==> config.mk <==
export PLATFORM = sky130hd
export DESIGN_NAME = deid_edge_irq_diag
export DESIGN_NICKNAME = d
export VERILOG_FILES = /design/src/verilog/deid_edge_irq_diag.v
export VERILOG_INCLUDE_DIRS = /design/src /design/src/verilog
export SDC_FILE = /design/constraint.sdc
export NUM_CORES = 1
export LEC_CHECK = 0
export ABC_AREA = 1
export BUFFER_PORTS_ARGS = -buffer_cell sky130_fd_sc_hd__clkbuf_2
export CORE_ASPECT_RATIO = 0.7
export CORE_UTILIZATION = 55
export DETAILED_ROUTE_END_ITERATION = 10
export PLACE_DENSITY_LB_ADDON = 0.12
export SYNTH_ARGS = -nofsm -noshare
export SYNTH_HDL_FRONTEND = slang
export SYNTH_SLANG_ARGS = --single-unit
==> constraint.sdc <==
create_clock -name sys_clk -period 7.9 [get_ports sys_clk]
set_clock_uncertainty 0.05 [all_clocks]
set_input_delay 1.58 -clock sys_clk [delete_from_list [all_inputs] [get_ports sys_clk]]
set_output_delay 1.58 -clock sys_clk [all_outputs]
set_load 0.005 [all_outputs]
==> src/verilog/deid_map.vh <==
// Constants for the two-channel edge interrupt and diagnostic block
// Assumes inclusion by bare name from the design file
`ifndef DEID_MAP_VH
`define DEID_MAP_VH

// ***********************************************
// Parameter byte indices
// ***********************************************
`define DEID_PIDX_DIAG_INTERRUPT_ENABLE     3'h0
`define DEID_PIDX_DELAY0      3'h1
`define DEID_PIDX_DELAY1      3'h2
`define DEID_PIDX_RISE_EN     3'h3
`define DEID_PIDX_FALL_EN     3'h4

// ***********************************************
// Parameter reset values and codes
// ***********************************************
`define DEID_RST_DIAG_INTERRUPT_ENABLE      8'h00
`define DEID_RST_DELAY        8'h02
`define DEID_RST_EDGE_EN      8'h00
`define DEID_DIAG_OFF         8'h00
`define DEID_DIAG_ON          8'h40
`define DEID_DLY_1US          8'h00
`define DEID_DLY_3US          8'h02
`define DEID_DLY_10US         8'h04
`define DEID_DLY_86US         8'h07
`define DEID_DLY_342US        8'h09
`define DEID_DLY_2731US       8'h0c

// ***********************************************
// Timing
// ***********************************************
`define DEID_CLK_MHZ          19'h64
`define DEID_US_CYC           7'h64
`define DEID_T_1US            19'h1
`define DEID_T_3US            19'h3
`define DEID_T_10US           19'ha
`define DEID_T_86US           19'h56
`define DEID_T_342US          19'h156
`define DEID_T_2731US         19'haab

// ***********************************************
// Diagnostic record byte indices
// ***********************************************
`define DEID_RIDX_SUMMARY     5'h00
`define DEID_RIDX_CLASS       5'h01
`define DEID_RIDX_RSVD_C      5'h02
`define DEID_RIDX_INTERNAL    5'h03
`define DEID_RIDX_CHKIND      5'h04
`define DEID_RIDX_BITS        5'h05
`define DEID_RIDX_CHCOUNT     5'h06
`define DEID_RIDX_CHFAULT     5'h07
`define DEID_RIDX_TS0         5'h10
`define DEID_RIDX_TS3         5'h13
`define DEID_SHORT_LAST       5'h03

// ***********************************************
// Fixed record values and bit positions
// ***********************************************
`define DEID_CLASS_INFO       8'h1f
`define DEID_CHANNEL_KIND     8'h70
`define DEID_BITS_PER_CH      8'h00
`define DEID_CHANNEL_COUNT    8'h02
`define DEID_SUM_MOD_FAIL     0
`define DEID_SUM_EXT_ERR      2
`define DEID_SUM_CH_ERR       3
`define DEID_INT_OVERFLOW     3
`define DEID_INT_LOST         6
`define DEID_DIAG_INTERRUPT_ENABLE_BIT      6

`endif

==> src/verilog/deid_edge_irq_diag.v <==
// Two-channel input filter, edge process interrupt and diagnostic record
// Assumes one 100 MHz clock, inputs asynchronous, host logic on sys_clk
//
// What this block does
// Diagnostic function off with enable byte 00h, on with 40h.
// Per-channel delay code: 00h,02h,04h,07h,09h,0Ch; other codes not used.
// Rising-edge enable byte: bit 0 channel 0, bit 1 channel 1.
// Falling-edge enable byte: bit 0 channel 0, bit 1 channel 1.
// Interrupt record byte 0 flags the channel that fired.
// Interrupt record byte 1 snapshots both input states at the event.
// Interrupt record timestamp is low 16 ticker bits at the event.
// 32-bit microsecond ticker from zero at reset, wraps to zero.
// Going notice issued automatically once the diagnostic cause is gone.
// Channel events between incoming and going notices are dropped.
// Fault LED lit from incoming until going notice.
// Summary byte: bit0 module failure, bit2 external, bit3 channel error.
// Class byte reads 1Fh: digital class with channel information.
// Internal byte bit 3 flags buffer overflow; raises diagnostic, set only with diagnostic on.
// Internal byte bit 6 flags lost process interrupt; raises diagnostic.
// Record reports channel kind 70h, 00h bits per channel, 2 channels.
// Long request returns whole record, short request first four bytes.
// Record holds 32-bit ticker copy latched at the diagnostic event.
// Channel fault byte: bit 0 edge lost ch0, bit 1 edge lost ch1.
// Host may write diagnostic enable at any time, mid-run included; the block has no stopped-state check.
// Filter passes a level only after stable for the selected delay.
// Edge while record pending sets lost flag only with diagnostic on; keeps pending record.
// Reserved bits read zero; writes to them are ignored.
`default_nettype none
`include "deid_map.vh"

module deid_edge_irq_diag #(
    parameter [18:0] DLY_86US_CYC   = `DEID_T_86US * `DEID_CLK_MHZ,
    parameter [18:0] DLY_342US_CYC  = `DEID_T_342US * `DEID_CLK_MHZ,
    parameter [18:0] DLY_2731US_CYC = `DEID_T_2731US * `DEID_CLK_MHZ,
    parameter [6:0]  US_CYC         = `DEID_US_CYC
) (
    input  wire        sys_clk,
    input  wire        sys_rst,
    input  wire [1:0]  input_channel,
    input  wire        param_wr_en,
    input  wire [2:0]  param_idx,
    input  wire [7:0]  param_wdata,
    input  wire        proc_irq_ack,
    input  wire        diag_ack,
    input  wire        rec_rd_en,
    input  wire        rec_long,
    input  wire [4:0]  rec_idx,
    output reg  [1:0]  input_state_ff,
    output reg         proc_irq_pend_ff,
    output reg  [7:0]  proc_irq_source_ff,
    output reg  [7:0]  proc_irq_input_snapshot_ff,
    output reg  [15:0] proc_irq_timestamp_ff,
    output reg         diag_incoming_ff,
    output reg         diag_going_ff,
    output reg         module_fault_led_ff,
    output reg  [7:0]  rec_rdata_ff,
    output reg         rec_valid_ff,
    output reg         rec_err_ff,
    output reg  [31:0] ticker_ff
);

    localparam [18:0] DLY_1US_CYC  = `DEID_T_1US * `DEID_CLK_MHZ;
    localparam [18:0] DLY_3US_CYC  = `DEID_T_3US * `DEID_CLK_MHZ;
    localparam [18:0] DLY_10US_CYC = `DEID_T_10US * `DEID_CLK_MHZ;

    localparam ST_QUIET  = 1'b0;
    localparam ST_ACTIVE = 1'b1;

    // ***********************************************
    // Delay code to stable-time count
    // ***********************************************
    function [18:0] delay_cycles;
        input [7:0] code;
        begin
            case (code)
                `DEID_DLY_1US:    delay_cycles = DLY_1US_CYC;
                `DEID_DLY_3US:    delay_cycles = DLY_3US_CYC;
                `DEID_DLY_10US:   delay_cycles = DLY_10US_CYC;
                `DEID_DLY_86US:   delay_cycles = DLY_86US_CYC;
                `DEID_DLY_342US:  delay_cycles = DLY_342US_CYC;
                `DEID_DLY_2731US: delay_cycles = DLY_2731US_CYC;
                default:          delay_cycles = DLY_3US_CYC;
            endcase
        end
    endfunction

    function code_ok;
        input [7:0] code;
        begin
            case (code)
                `DEID_DLY_1US, `DEID_DLY_3US, `DEID_DLY_10US,
                `DEID_DLY_86US, `DEID_DLY_342US, `DEID_DLY_2731US:
                    code_ok = 1'b1;
                default:
                    code_ok = 1'b0;
            endcase
        end
    endfunction

    reg  [1:0]  sync1_ff;
    reg  [1:0]  sync2_ff;
    reg  [18:0] flt_cnt_ff [0:1];
    reg  [7:0]  delay_ff [0:1];
    reg         diag_interrupt_enable_ff;
    reg  [1:0]  rise_en_ff;
    reg  [1:0]  fall_en_ff;
    reg  [6:0]  presc_ff;
    reg         diag_state_ff;
    reg         lost_ff;
    reg         overflow_ff;
    reg  [1:0]  ch_fault_ff;
    reg  [31:0] diag_ts_ff;

    reg  [1:0]  nxt_state;
    reg  [1:0]  fired;
    reg  [1:0]  nxt_level;
    integer     i, j;

    // ***********************************************
    // Input synchroniser
    // ***********************************************
    always @(posedge sys_clk)
    begin
        if (sys_rst)
        begin
            sync1_ff <= 2'h0;
            sync2_ff <= 2'h0;
        end
        else
        begin
            sync1_ff <= input_channel;
            sync2_ff <= sync1_ff;
        end
    end

    // ***********************************************
    // Parameter bytes
    // ***********************************************
    always @(posedge sys_clk)
    begin
        if (sys_rst)
        begin
            diag_interrupt_enable_ff  <= 1'b0;
            delay_ff[0] <= `DEID_RST_DELAY;
            delay_ff[1] <= `DEID_RST_DELAY;
            rise_en_ff  <= 2'h0;
            fall_en_ff  <= 2'h0;
        end
        else if (param_wr_en)
        begin
            case (param_idx)
                `DEID_PIDX_DIAG_INTERRUPT_ENABLE:
                    if (param_wdata == `DEID_DIAG_ON ||
                        param_wdata == `DEID_DIAG_OFF)
                        diag_interrupt_enable_ff <= param_wdata[`DEID_DIAG_INTERRUPT_ENABLE_BIT];
                `DEID_PIDX_DELAY0:
                    if (code_ok(param_wdata))
                        delay_ff[0] <= param_wdata;
                `DEID_PIDX_DELAY1:
                    if (code_ok(param_wdata))
                        delay_ff[1] <= param_wdata;
                `DEID_PIDX_RISE_EN:
                    rise_en_ff <= param_wdata[1:0];
                `DEID_PIDX_FALL_EN:
                    fall_en_ff <= param_wdata[1:0];
                default:
                    ;
            endcase
        end
    end

    // ***********************************************
    // Microsecond ticker
    // ***********************************************
    always @(posedge sys_clk)
    begin
        if (sys_rst)
        begin
            presc_ff  <= 7'h00;
            ticker_ff <= 32'h0000_0000;
        end
        else if (presc_ff == US_CYC - 7'h01)
        begin
            presc_ff  <= 7'h00;
            ticker_ff <= ticker_ff + 32'h0000_0001;
        end
        else
        begin
            presc_ff <= presc_ff + 7'h01;
        end
    end

    // ***********************************************
    // Input filters
    // ***********************************************
    always @(posedge sys_clk)
    begin
        if (sys_rst)
        begin
            input_state_ff <= 2'h0;
            flt_cnt_ff[0]  <= 19'h0_0000;
            flt_cnt_ff[1]  <= 19'h0_0000;
        end
        else
        begin
            for (i = 0; i < 2; i = i + 1)
            begin
                if (sync2_ff[i] == input_state_ff[i])
                    flt_cnt_ff[i] <= 19'h0_0000;
                else if (flt_cnt_ff[i] + 19'h0_0001 >=
                         delay_cycles(delay_ff[i]))
                begin
                    input_state_ff[i] <= sync2_ff[i];
                    flt_cnt_ff[i]     <= 19'h0_0000;
                end
                else
                    flt_cnt_ff[i] <= flt_cnt_ff[i] + 19'h0_0001;
            end
        end
    end

    // ***********************************************
    // Edge detection on filtered levels
    // ***********************************************
    always @*
    begin
        fired = 2'h0;
        nxt_level = input_state_ff;
        for (j = 0; j < 2; j = j + 1)
        begin
            if (flt_cnt_ff[j] + 19'h0_0001 >= delay_cycles(delay_ff[j]) &&
                sync2_ff[j] != input_state_ff[j])
            begin
                nxt_level[j] = sync2_ff[j];
                if (sync2_ff[j] && rise_en_ff[j])
                    fired[j] = 1'b1;
                if (!sync2_ff[j] && fall_en_ff[j])
                    fired[j] = 1'b1;
            end
        end
        if (diag_state_ff == ST_ACTIVE)
            fired = 2'h0;
    end

    // ***********************************************
    // Process interrupt record
    // ***********************************************
    always @(posedge sys_clk)
    begin
        if (sys_rst)
        begin
            proc_irq_pend_ff           <= 1'b0;
            proc_irq_source_ff         <= 8'h00;
            proc_irq_input_snapshot_ff <= 8'h00;
            proc_irq_timestamp_ff      <= 16'h0000;
        end
        else if (fired != 2'h0 && (!proc_irq_pend_ff || proc_irq_ack))
        begin
            proc_irq_pend_ff           <= 1'b1;
            proc_irq_source_ff         <= {6'h00, fired};
            proc_irq_input_snapshot_ff <= {6'h00, nxt_level};
            proc_irq_timestamp_ff      <= ticker_ff[15:0];
        end
        else if (proc_irq_ack)
        begin
            proc_irq_pend_ff <= 1'b0;
        end
    end

    // ***********************************************
    // Diagnostic flags
    // ***********************************************
    wire       lost_evt = diag_interrupt_enable_ff && proc_irq_pend_ff &&
                          !proc_irq_ack && (fired != 2'h0);
    wire       ovf_evt  = lost_evt && lost_ff && !diag_ack;
    wire       cause    = lost_ff || overflow_ff;

    always @(posedge sys_clk)
    begin
        if (sys_rst)
        begin
            lost_ff     <= 1'b0;
            overflow_ff <= 1'b0;
            ch_fault_ff <= 2'h0;
        end
        else
        begin
            if (lost_evt)
                lost_ff <= 1'b1;
            else if (diag_ack)
                lost_ff <= 1'b0;
            if (ovf_evt)
                overflow_ff <= 1'b1;
            else if (diag_ack)
                overflow_ff <= 1'b0;
            if (lost_evt)
                ch_fault_ff <= ch_fault_ff | fired;
            else if (diag_ack)
                ch_fault_ff <= 2'h0;
        end
    end

    // ***********************************************
    // Incoming and going notices
    // ***********************************************
    always @*
    begin
        nxt_state = {1'b0, diag_state_ff};
        case (diag_state_ff)
            ST_QUIET:
                if (cause)
                    nxt_state = {1'b1, ST_ACTIVE};
            ST_ACTIVE:
                if (!cause)
                    nxt_state = {1'b1, ST_QUIET};
            default:
                nxt_state = {1'b0, ST_QUIET};
        endcase
    end

    always @(posedge sys_clk)
    begin
        if (sys_rst)
        begin
            diag_state_ff       <= ST_QUIET;
            diag_incoming_ff    <= 1'b0;
            diag_going_ff       <= 1'b0;
            module_fault_led_ff <= 1'b0;
            diag_ts_ff          <= 32'h0000_0000;
        end
        else
        begin
            diag_state_ff       <= nxt_state[0];
            diag_incoming_ff    <= nxt_state[1] && nxt_state[0];
            diag_going_ff       <= nxt_state[1] && !nxt_state[0];
            module_fault_led_ff <= nxt_state[0];
            if (nxt_state[1] && nxt_state[0])
                diag_ts_ff <= ticker_ff;
        end
    end

    // ***********************************************
    // Diagnostic record read
    // ***********************************************
    always @(posedge sys_clk)
    begin
        if (sys_rst)
        begin
            rec_rdata_ff <= 8'h00;
            rec_valid_ff <= 1'b0;
            rec_err_ff   <= 1'b0;
        end
        else
        begin
            rec_valid_ff <= rec_rd_en;
            rec_err_ff   <= 1'b0;
            rec_rdata_ff <= 8'h00;
            if (rec_rd_en)
            begin
                if ((!rec_long && rec_idx > `DEID_SHORT_LAST) ||
                    rec_idx > `DEID_RIDX_TS3)
                    rec_err_ff <= 1'b1;
                else
                    case (rec_idx)
                        `DEID_RIDX_SUMMARY:
                            rec_rdata_ff <= {4'h0,
                                ch_fault_ff != 2'h0, 1'b0, 1'b0,
                                overflow_ff};
                        `DEID_RIDX_CLASS:
                            rec_rdata_ff <= `DEID_CLASS_INFO;
                        `DEID_RIDX_INTERNAL:
                            rec_rdata_ff <= {1'b0, lost_ff, 2'h0,
                                overflow_ff, 3'h0};
                        `DEID_RIDX_CHKIND:
                            rec_rdata_ff <= `DEID_CHANNEL_KIND;
                        `DEID_RIDX_BITS:
                            rec_rdata_ff <= `DEID_BITS_PER_CH;
                        `DEID_RIDX_CHCOUNT:
                            rec_rdata_ff <= `DEID_CHANNEL_COUNT;
                        `DEID_RIDX_CHFAULT:
                            rec_rdata_ff <= {6'h00, ch_fault_ff};
                        5'h10:
                            rec_rdata_ff <= diag_ts_ff[7:0];
                        5'h11:
                            rec_rdata_ff <= diag_ts_ff[15:8];
                        5'h12:
                            rec_rdata_ff <= diag_ts_ff[23:16];
                        `DEID_RIDX_TS3:
                            rec_rdata_ff <= diag_ts_ff[31:24];
                        default:
                            rec_rdata_ff <= 8'h00;
                    endcase
            end
        end
    end

endmodule // deid_edge_irq_diag
`default_nettype wire

==> results.txt, run 1 <==
* Die height: 110 µm
- CTS built an H-tree with a depth of 4.
* Width of the chip: 157 µm
- Signed area change from the synthesized netlist to the final layout: 14.0%
* Highest-count cells in the layout ignoring fill and taps: nand2_1 (213), nor2_1 (183), inv_1 (165), dfxtp_1 (120), a21oi_1 (104)
- Total net switching power: 0.000500 W
- The total overflow left after global routing is 0.
- Top_reg_cell synth: dfxtp_1
- Ys async rst share: 0%
- Diodes inserted: 0
* Post-synthesis instance area: 9250 µm²
* Setup TNS: 0 ps
- Seq/Total Area, Yosys: 43.5%
- Setup repair after global routing left no endpoint under its margin.
- Cells with a size suffix above 1 make up 13.9% of the layout.
- Clock power frac: 43.6%
* Switching part of the total power: 26.3%
- Residual antenna-violating net count after detailed routing: 0
- Leading post-synthesis cells by cell area: dfxtp_1 (26%), edfxtp_1 (18%), nand2_1 (8.6%)
- Headroom to the max-slew limit: 26.3%
* Area share of the largest cell type after synthesis: 26.0%
- Wire length per cell: 14.7 µm
- In this run the worst path has a maximum fanout of 38.
- For this design the ratio of total power to cell area is 180 nW/µm².
- The internal power of the cells totals 0.00140 W.
* Final setup violation count: 0
- After layout, the worst setup slack is 3940 ps.
- Sequential cells account for 50.4% of the total power.
* Antenna violations before repair: 0
- Setup Buffers After CTS: 0
* Total via count in the routed design: 8,285
- IR drop worst, VDD: 0.000123 V
* Global-route wire length before repair: 37,700 µm
- For the worst setup path, the data required time is 8210 ps.
- The floorplan step defined a die boundary enclosing 17,300 µm².
* Layout Nets: 1,396
- Post-DP HPWL: 17,100 µm
- The average instance in the mapped netlist occupies 7.64 µm².
- CTS saw 174 sinks.
* Startpoint Class: register
- Dividing the detail-routed via count by the number of cells gives 5.25.
* Clock network latency to the later pin of the worst-skew pair: 440 ps
- Min Clock Period, post-route: 3960 ps
- In the global route stage, overall resource usage came out at 28.0%.
- Across the run, the number of max-cap violations was 0.
* Input/output buffers: 92
- Library cell with the largest summed area after synthesis: dfxtp_1
- GPL Wtd Cong: 0.990
- Clock tree root buffer cell: clkbuf_16
* Data arrival time of the critical path: 4270 ps
- Post-CTS Resized: 0
- Number of top-level pins: 105
- The number of hold violations in the final report came to 0.
- Pin count of the biggest net entering global routing: 62
- In the synthesized netlist, the number of instances is 1,211.
- The synthesized design contains 174 register bits.
* CTS Buf Count: 17
* Max-slew violation count: 0
- Number of different library cells in the post-synthesis netlist: 50
- Pin slew with the least headroom to its limit: 1100 ps
- Yosys printed 0 warnings.
- Max Fclk: 252 MHz
* Total leakage power: 4.43 nW
- Path class of the lowest-slack min-delay path: register to register
* Run status: completed
* Sort of element at the end of the critical path: register
- DRC Markers: 0
* Initial detailed-routing violation count: 757
- Total wire length: 23,200 µm
- The share of total power dissipated in combinational logic is 6.0%.
- The critical path is of the register to register type.
- The final critical path takes up 50.2% of the cycle.
- Hold repair after CTS inserted 0 buffers.
- After clock tree synthesis, the clock-pin slew on the worst setup and hold paths is 70 ps.
- Number of flops mapped to enable cells by yosys: 54
* Site Rows: 39
* Setup slack at placement: 3970 ps
- The longest clock path from root to sink contains 2 buffers.
* Via count of the first global-routing pass: 7,314
- TritonCTS built the clock tree.
- Initial core utilization: 56.4%
- The pre-antenna-repair detailed-routing pass consisted of 6 iterations.
* Most common cell after layout, fill and taps aside: nand2_1
- The region available for standard cell placement spans 16,400 µm².
[per-stage QoR]
step           cells  util [%]  hold slack (ps)  area [µm²]  power [W]
2_1_floorplan   1267         -              338        9460    0.00106
3_3_place_gp    1546      60.8              339        9980    0.00109
3_5_place_dp    1546      60.8              342        9980    0.00109
4_1_cts         1578      64.3              352       10500    0.00190
5_1_grt         1578      64.3              374       10500    0.00197
6_report        1578      64.3              356       10500    0.00190
[metal layers]
metal / track usage (%) / vias to the layer above / wire length, µm
met3: 8.48 / 29 / 2200
met4: 6.86 / 0 / 257
li1: - / 4174 / -
met5: 0 / - / 0
met2: 36.6 / 319 / 8920
met1: 43.6 / 3763 / 11800
[area by class of cell]
class / count / area (µm²)
clock buffer: 17 / 425
clock inverter: 15 / 143
fill: 1494 / 5850
inverter: 167 / 627
multi-input combinational: 886 / 4570
sequential: 174 / 4020
tap: 225 / 282
timing repair buffer: 94 / 475
[worst max-delay path, stage by stage, from the launching register on]
cell and delay [ps]:
edfxtp_1 360, nor4_1 360, inv_1 160, nor4_1 280
nor2_1 120, inv_1 90, nor2_1 60, or3_1 330
inv_1 60, ha_1 110, nand2_1 80, nor4_1 260
nand2_1 80, nor2_1 90, nand2_1 80, nand4_2 150
nand2_2 90, nand2_2 670, nand3_2 230, a21oi_1 180
[flip-flops by register name (all words and copies together), names as in the netlist, 7 cells and up]
register and cells:
flt_cnt_ff 38, presc_ff 7, rec_rdata_ff 8, ticker_ff 32, proc_irq_timestamp_ff 16, diag_ts_ff 32
delay_ff 16
[Yosys cell counts (3+ instances only)]
| cell | n |
|---|---|
| nor2_4 | 3 |
| a221oi_1 | 3 |
| nor4_1 | 19 |
| buf_4 | 12 |
| inv_1 | 165 |
| nand3_1 | 41 |
| buf_2 | 6 |
| or2_2 | 4 |
| nand2_1 | 213 |
| o21ai_0 | 57 |
| nand2_2 | 7 |
| a211oi_1 | 5 |
| dfxtp_1 | 120 |
| nor2_1 | 184 |
| a31oi_1 | 3 |
| a21oi_2 | 9 |
| nor3_1 | 25 |
| xnor2_1 | 9 |
| a21oi_1 | 104 |
| ha_1 | 31 |
| nor2_2 | 16 |
| nand3_2 | 13 |
| a41oi_1 | 4 |
| o21a_1 | 4 |
| o21ai_1 | 4 |
| clkbuf_1 | 16 |
| nand4_1 | 26 |
| edfxtp_1 | 54 |
| xor2_1 | 25 |
[power by group through the flow]
stage | Clock (W) | Combinational, W | Sequential, W
6_report | 0.000828 | 0.000115 | 0.000956
5_1_grt | 0.000877 | 0.000132 | 0.000958
4_1_cts | 0.000831 | 0.000113 | 0.000956
3_5_place_dp | 0 | 0.000112 | 0.000976
3_3_place_gp | 0 | 0.000110 | 0.000976
2_1_floorplan | 0 | 0.0000857 | 0.000972
[final timing paths]
path / slack (ps) / end / start / depth (start not counted)
setup / recovery: 3940 / lost_ff / delay_ff[0][13] / 19
hold / removal: 360 / sync2_ff[0] / sync1_ff[0] / 2
setup reg to reg: 3940 / lost_ff / delay_ff[0][13] / 19
hold reg to reg: 360 / sync2_ff[0] / sync1_ff[0] / 2
[cells by family after synthesis]
family          synth area share, %
simple gates                   27.1
other cells                  0.0812
xor+xnor                       3.22
fa+ha+maj                      4.19
compound gates                 12.5
buf+inv                        9.44
flops                          43.5
No activity file was read; power rests on OpenSTA's default activity.
==> run 2, diff against run 1 <==
--- a/config.mk
+++ b/config.mk
@@ -9,7 +9,7 @@
 export ABC_AREA = 1
 export BUFFER_PORTS_ARGS = -buffer_cell sky130_fd_sc_hd__clkbuf_2
 export CORE_ASPECT_RATIO = 0.7
-export CORE_UTILIZATION = 55
+export CORE_UTILIZATION = 53
 export DETAILED_ROUTE_END_ITERATION = 10
 export PLACE_DENSITY_LB_ADDON = 0.12
 export SYNTH_ARGS = -nofsm -noshare
==> constraint.sdc (replaced) <==
create_clock -name sys_clk -period 3.3 [get_ports sys_clk]
set_clock_uncertainty 0.05 [all_clocks]
set_input_delay 0.66 -clock sys_clk [delete_from_list [all_inputs] [get_ports sys_clk]]
set_output_delay 0.66 -clock sys_clk [all_outputs]
set_load 0.005 [all_outputs]
==> run 2 against run 1 <==
The run now ends with setup timing left; largest power group unchanged; largest cell class unchanged; combinational power rose to 2.9 times the previous value; clock power increased by 140%; sequential share of layout area shrank 2.4 points; critical path type unchanged; critical endpoint is now proc_irq_timestamp_ff[4].
==> results.txt, run 2 (synthesized netlist as in run 1, its figures left out) <==
- Run status: complete, but fails checks (was completed)
* Violations in the final reports: setup timing
- Post-CTS clock slew at the launch and capture registers of the worst setup and hold paths: 70 ps (about the same)
- The die area was 18,000 µm² (was 17,300 µm²).
- Max Fclk: 299 MHz (was 252 MHz)
* GPL Wtd Cong: 0.888 (was 0.990)
- Total leakage power: 4.70 nW (was 4.43 nW)
* Number of detailed-route iterations in the first pass: 5 (was 6)
- The total length of routed wires is 24,900 µm (was 23,200 µm).
- The detailed placement HPWL is 17,900 µm (was 17,100 µm).
- The number of antenna violations at the first check in global routing came to 0 (unchanged).
* Max-slew violation count: 0 (unchanged)
- Headroom to the max-slew limit: 12.6% (was 26.3%)
- Initial detailed-routing violation count: 861 (was 757)
- Input/output buffers: 92 (unchanged)
- Clock tree root buffer cell: clkbuf_16 (unchanged)
- The count of placed standard cells including taps is 1,570 (was 1,546).
- Maxcap violations: 0 (unchanged)
* Gr ovfl total: 0 (unchanged)
- Sort of element at the end of the critical path: register (unchanged)
- The number of sinks on the clock net came to 174 (unchanged).
* Total net switching power: 0.00116 W (was 0.000500 W)
- IR drop worst, VDD: 0.000288 V (was 0.000123 V)
- Layout Nets: 1,431 (was 1,396)
- The share of the clock period used by the worst path after layout is 101% (was 50.2%).
- The sequential share of power is 49.8% (was 50.4%).
- The endpoint required time on the critical path came to 3580 ps (was 8210 ps).
- The via-per-instance ratio was 5.28 (was 5.25).
- Highest-count cells in the layout ignoring fill and taps: nand2_1 (206), inv_1 (161), nor2_1 (160), dfxtp_1 (120), a21oi_1 (95) (was nand2_1 (213), nor2_1 (183), inv_1 (165), dfxtp_1 (120), a21oi_1 (104))
* Gr usage total: 27.1% (was 28.0%)
- Min Clock Period, post-route: 3350 ps (was 3960 ps)
- The reg-to-reg endpoint is proc_irq_timestamp_ff[4] (was lost_ff).
- Flip-flop count of the largest register, all copies and words added: 38 (unchanged)
- The CTS tree is yes (unchanged).
- Data arrival time of the critical path: 3620 ps (was 4270 ps)
- The logic gate share of total power was 7.1% (was 6.0%).
- Setup repair after global routing missed its margin: true (was false)
- The placeable core region came to 16,700 µm² (was 16,400 µm²).
* Highest net fanout along the worst path: 7 (was 38)
* Top register by number of flip-flops: flt_cnt_ff (unchanged)
- The slack of the worst reg-to-reg path came to -50 ps (was 3940 ps).
- Initial core utilization: 55.4% (was 56.4%)
- Diodes inserted: 0 (unchanged)
* Cell internal pwr: 0.00345 W (was 0.00140 W)
- Reg2reg path depth: 22 (was 19)
- Site Rows: 39 (unchanged)
- Pin slew with the least headroom to its limit: 1310 ps (was 1100 ps)
- The final core area utilization is 67.4% (was 64.3%).
- The critical register-to-register path startpoint is delay_ff[0][13] (unchanged).
- The horizontal extent of the die was 160 µm (was 157 µm).
- Most common cell after layout, fill and taps aside: nand2_1 (unchanged)
* Path class of the lowest-slack min-delay path: register to register (unchanged)
* Final setup violation count: 18 (was 0)
* Maximum buffer depth of the clock tree: 2 (unchanged)
- Residual antenna-violating net count after detailed routing: 0 (unchanged)
* Largest registers in the final layout: flt_cnt_ff x38, diag_ts_ff x32, ticker_ff x32 (unchanged)
* H-Tree Level Count: 4 (unchanged)
* Setup slack at placement: -103 ps (was 3970 ps)
- The switching share of power is 25.2% (was 26.3%).
- The die span in y came to 113 µm (was 110 µm).
* Number of top-level pins: 105 (unchanged)
- Number of cells on the worst hold path: 2 (unchanged)
- Wire length per cell: 15.4 µm (was 14.7 µm)
* Startpoint Class: register (unchanged)
- The number of buffers created by CTS was 17 (unchanged).
* Via count of the first global-routing pass: 7,476 (was 7,314)
- Total count of hold-check failures in the final report: 0 (unchanged)
* Pin count of the biggest net entering global routing: 33 (was 62)
* Hold bufs inserted after CTS: 0 (unchanged)
- The first-pass GRT wire length was 38,200 µm (was 37,700 µm).
- The synthesis-to-layout area growth is 21.6% (was 14.0%).
- Final instance count without filler cells: 1,612 (was 1,578)
- Final worst setup slack: -45.2 ps (was 3940 ps)
- Total via count in the routed design: 8,505 (was 8,285)
* Power density over the cells: 410 nW/µm² (was 180 nW/µm²)
- Layout filler cell count: 1,424 (was 1,494)
- The worst-case hold path end point is sync2_ff[1] (was sync2_ff[0]).
* Critical hold path startpoint: sync1_ff[1] (was sync1_ff[0])
- The beginning of the critical path is delay_ff[0][13] (unchanged).
* Share of layout cells above drive strength 1: 20.5% (was 13.9%)
- The worst-skew pair later-pin latency was 440 ps (about the same).
- The fraction of power consumed by the clock network came to 43.1% (was 43.6%).
* DRC Markers: 0 (unchanged)
* Crit Path Class: register to register (unchanged)
run 2: cell types whose count changed in the layout (fill, tap and decap cells not counted), sizes merged:
cell      previous run  this run
buf                  2        33
clkbuf             109       114
inv                178       173
bufinv               0         1
clkinv               4         5
clkinvlp             0         1
run 2: per-stage QoR:
| step | instance area (µm²) | power [W] | hold WS (ps) | TNS [ps] |
|---|---|---|---|---|
| finish | 11200 | 0.00461 | 364 | -433 |
| global route | 11200 | 0.00476 | 388 | -9090 |
| CTS | 10800 | 0.00458 | 366 | 0 |
| detailed placement | 10200 | 0.00262 | 357 | -1860 |
| global placement | 10200 | 0.00261 | 341 | 0 |
| floorplan | 9460 | 0.00253 | 338 | 0 |
run 2: worst max-delay path by stage:
| stage | endpoint | slack [ps] | cells past startpoint |
|---|---|---|---|
| CTS | proc_irq_input_snapshot_ff[0] | 6 | 23 |
| global route | proc_irq_timestamp_ff[15] | -260 | 22 |
| global placement | proc_irq_input_snapshot_ff[0] | 90 | 21 |
| detailed placement | flt_cnt_ff[1][9] | -100 | 21 |
| floorplan | proc_irq_timestamp_ff[10] | 180 | 23 |
| finish | proc_irq_timestamp_ff[4] | -50 | 22 |
run 2: repair_timing:
item                                    4_1_cts  5_1_grt
endpoints found under the setup margin       42       64
gates resized for setup                       3       76
setup buffers                                 1        4
gates cloned                                  0        6
pin swaps                                     1       16
run 2: layout make-up:
class	instances	area (µm²)	share of cell area [%]
multi-input combinational	886	4890	43.5
sequential	174	4020	35.8
timing repair buffer	129	853	7.59
inverter	167	627	5.57
clock buffer	18	439	3.91
tap	225	282	2.50
clock inverter	13	129	1.15
run 2: critical path, cell delays in order (launching register included):
cell	delay [ps]
edfxtp_1	380
nor4_2	310
inv_1	130
nor4_4	280
nor2_2	90
inv_2	80
nor2_2	40
or3_1	360
inv_2	70
ha_4	190
nand2_4	80
nor2_2	40
nand2_1	70
o211ai_1	80
nand2_1	80
nand2_1	60
nand3_2	100
nand4_4	130
nand2_4	120
nand2_8	90
buf_4	170
a21oi_1	150
nor2_2	60
run 2: routing by layer:
metal | vias to the layer above | wire, µm | GRT usage [%]
li1 | 4246 | - | -
met1 | 3903 | 12300 | 43.3
met2 | 330 | 9970 | 36.4
met3 | 26 | 2360 | 5.80
met4 | 0 | 246 | 6.41
met5 | - | 0 | 0
run 2: power by group through the flow:
stage / Combinational [W] / Clock [W] / Sequential (W)
after floorplan: 0.000205 / 0 / 0.00233
after global placement: 0.000276 / 0 / 0.00234
after detailed placement: 0.000281 / 0 / 0.00234
after CTS: 0.000286 / 0.00200 / 0.00229
after global routing: 0.000368 / 0.00209 / 0.00230
final: 0.000329 / 0.00199 / 0.00229
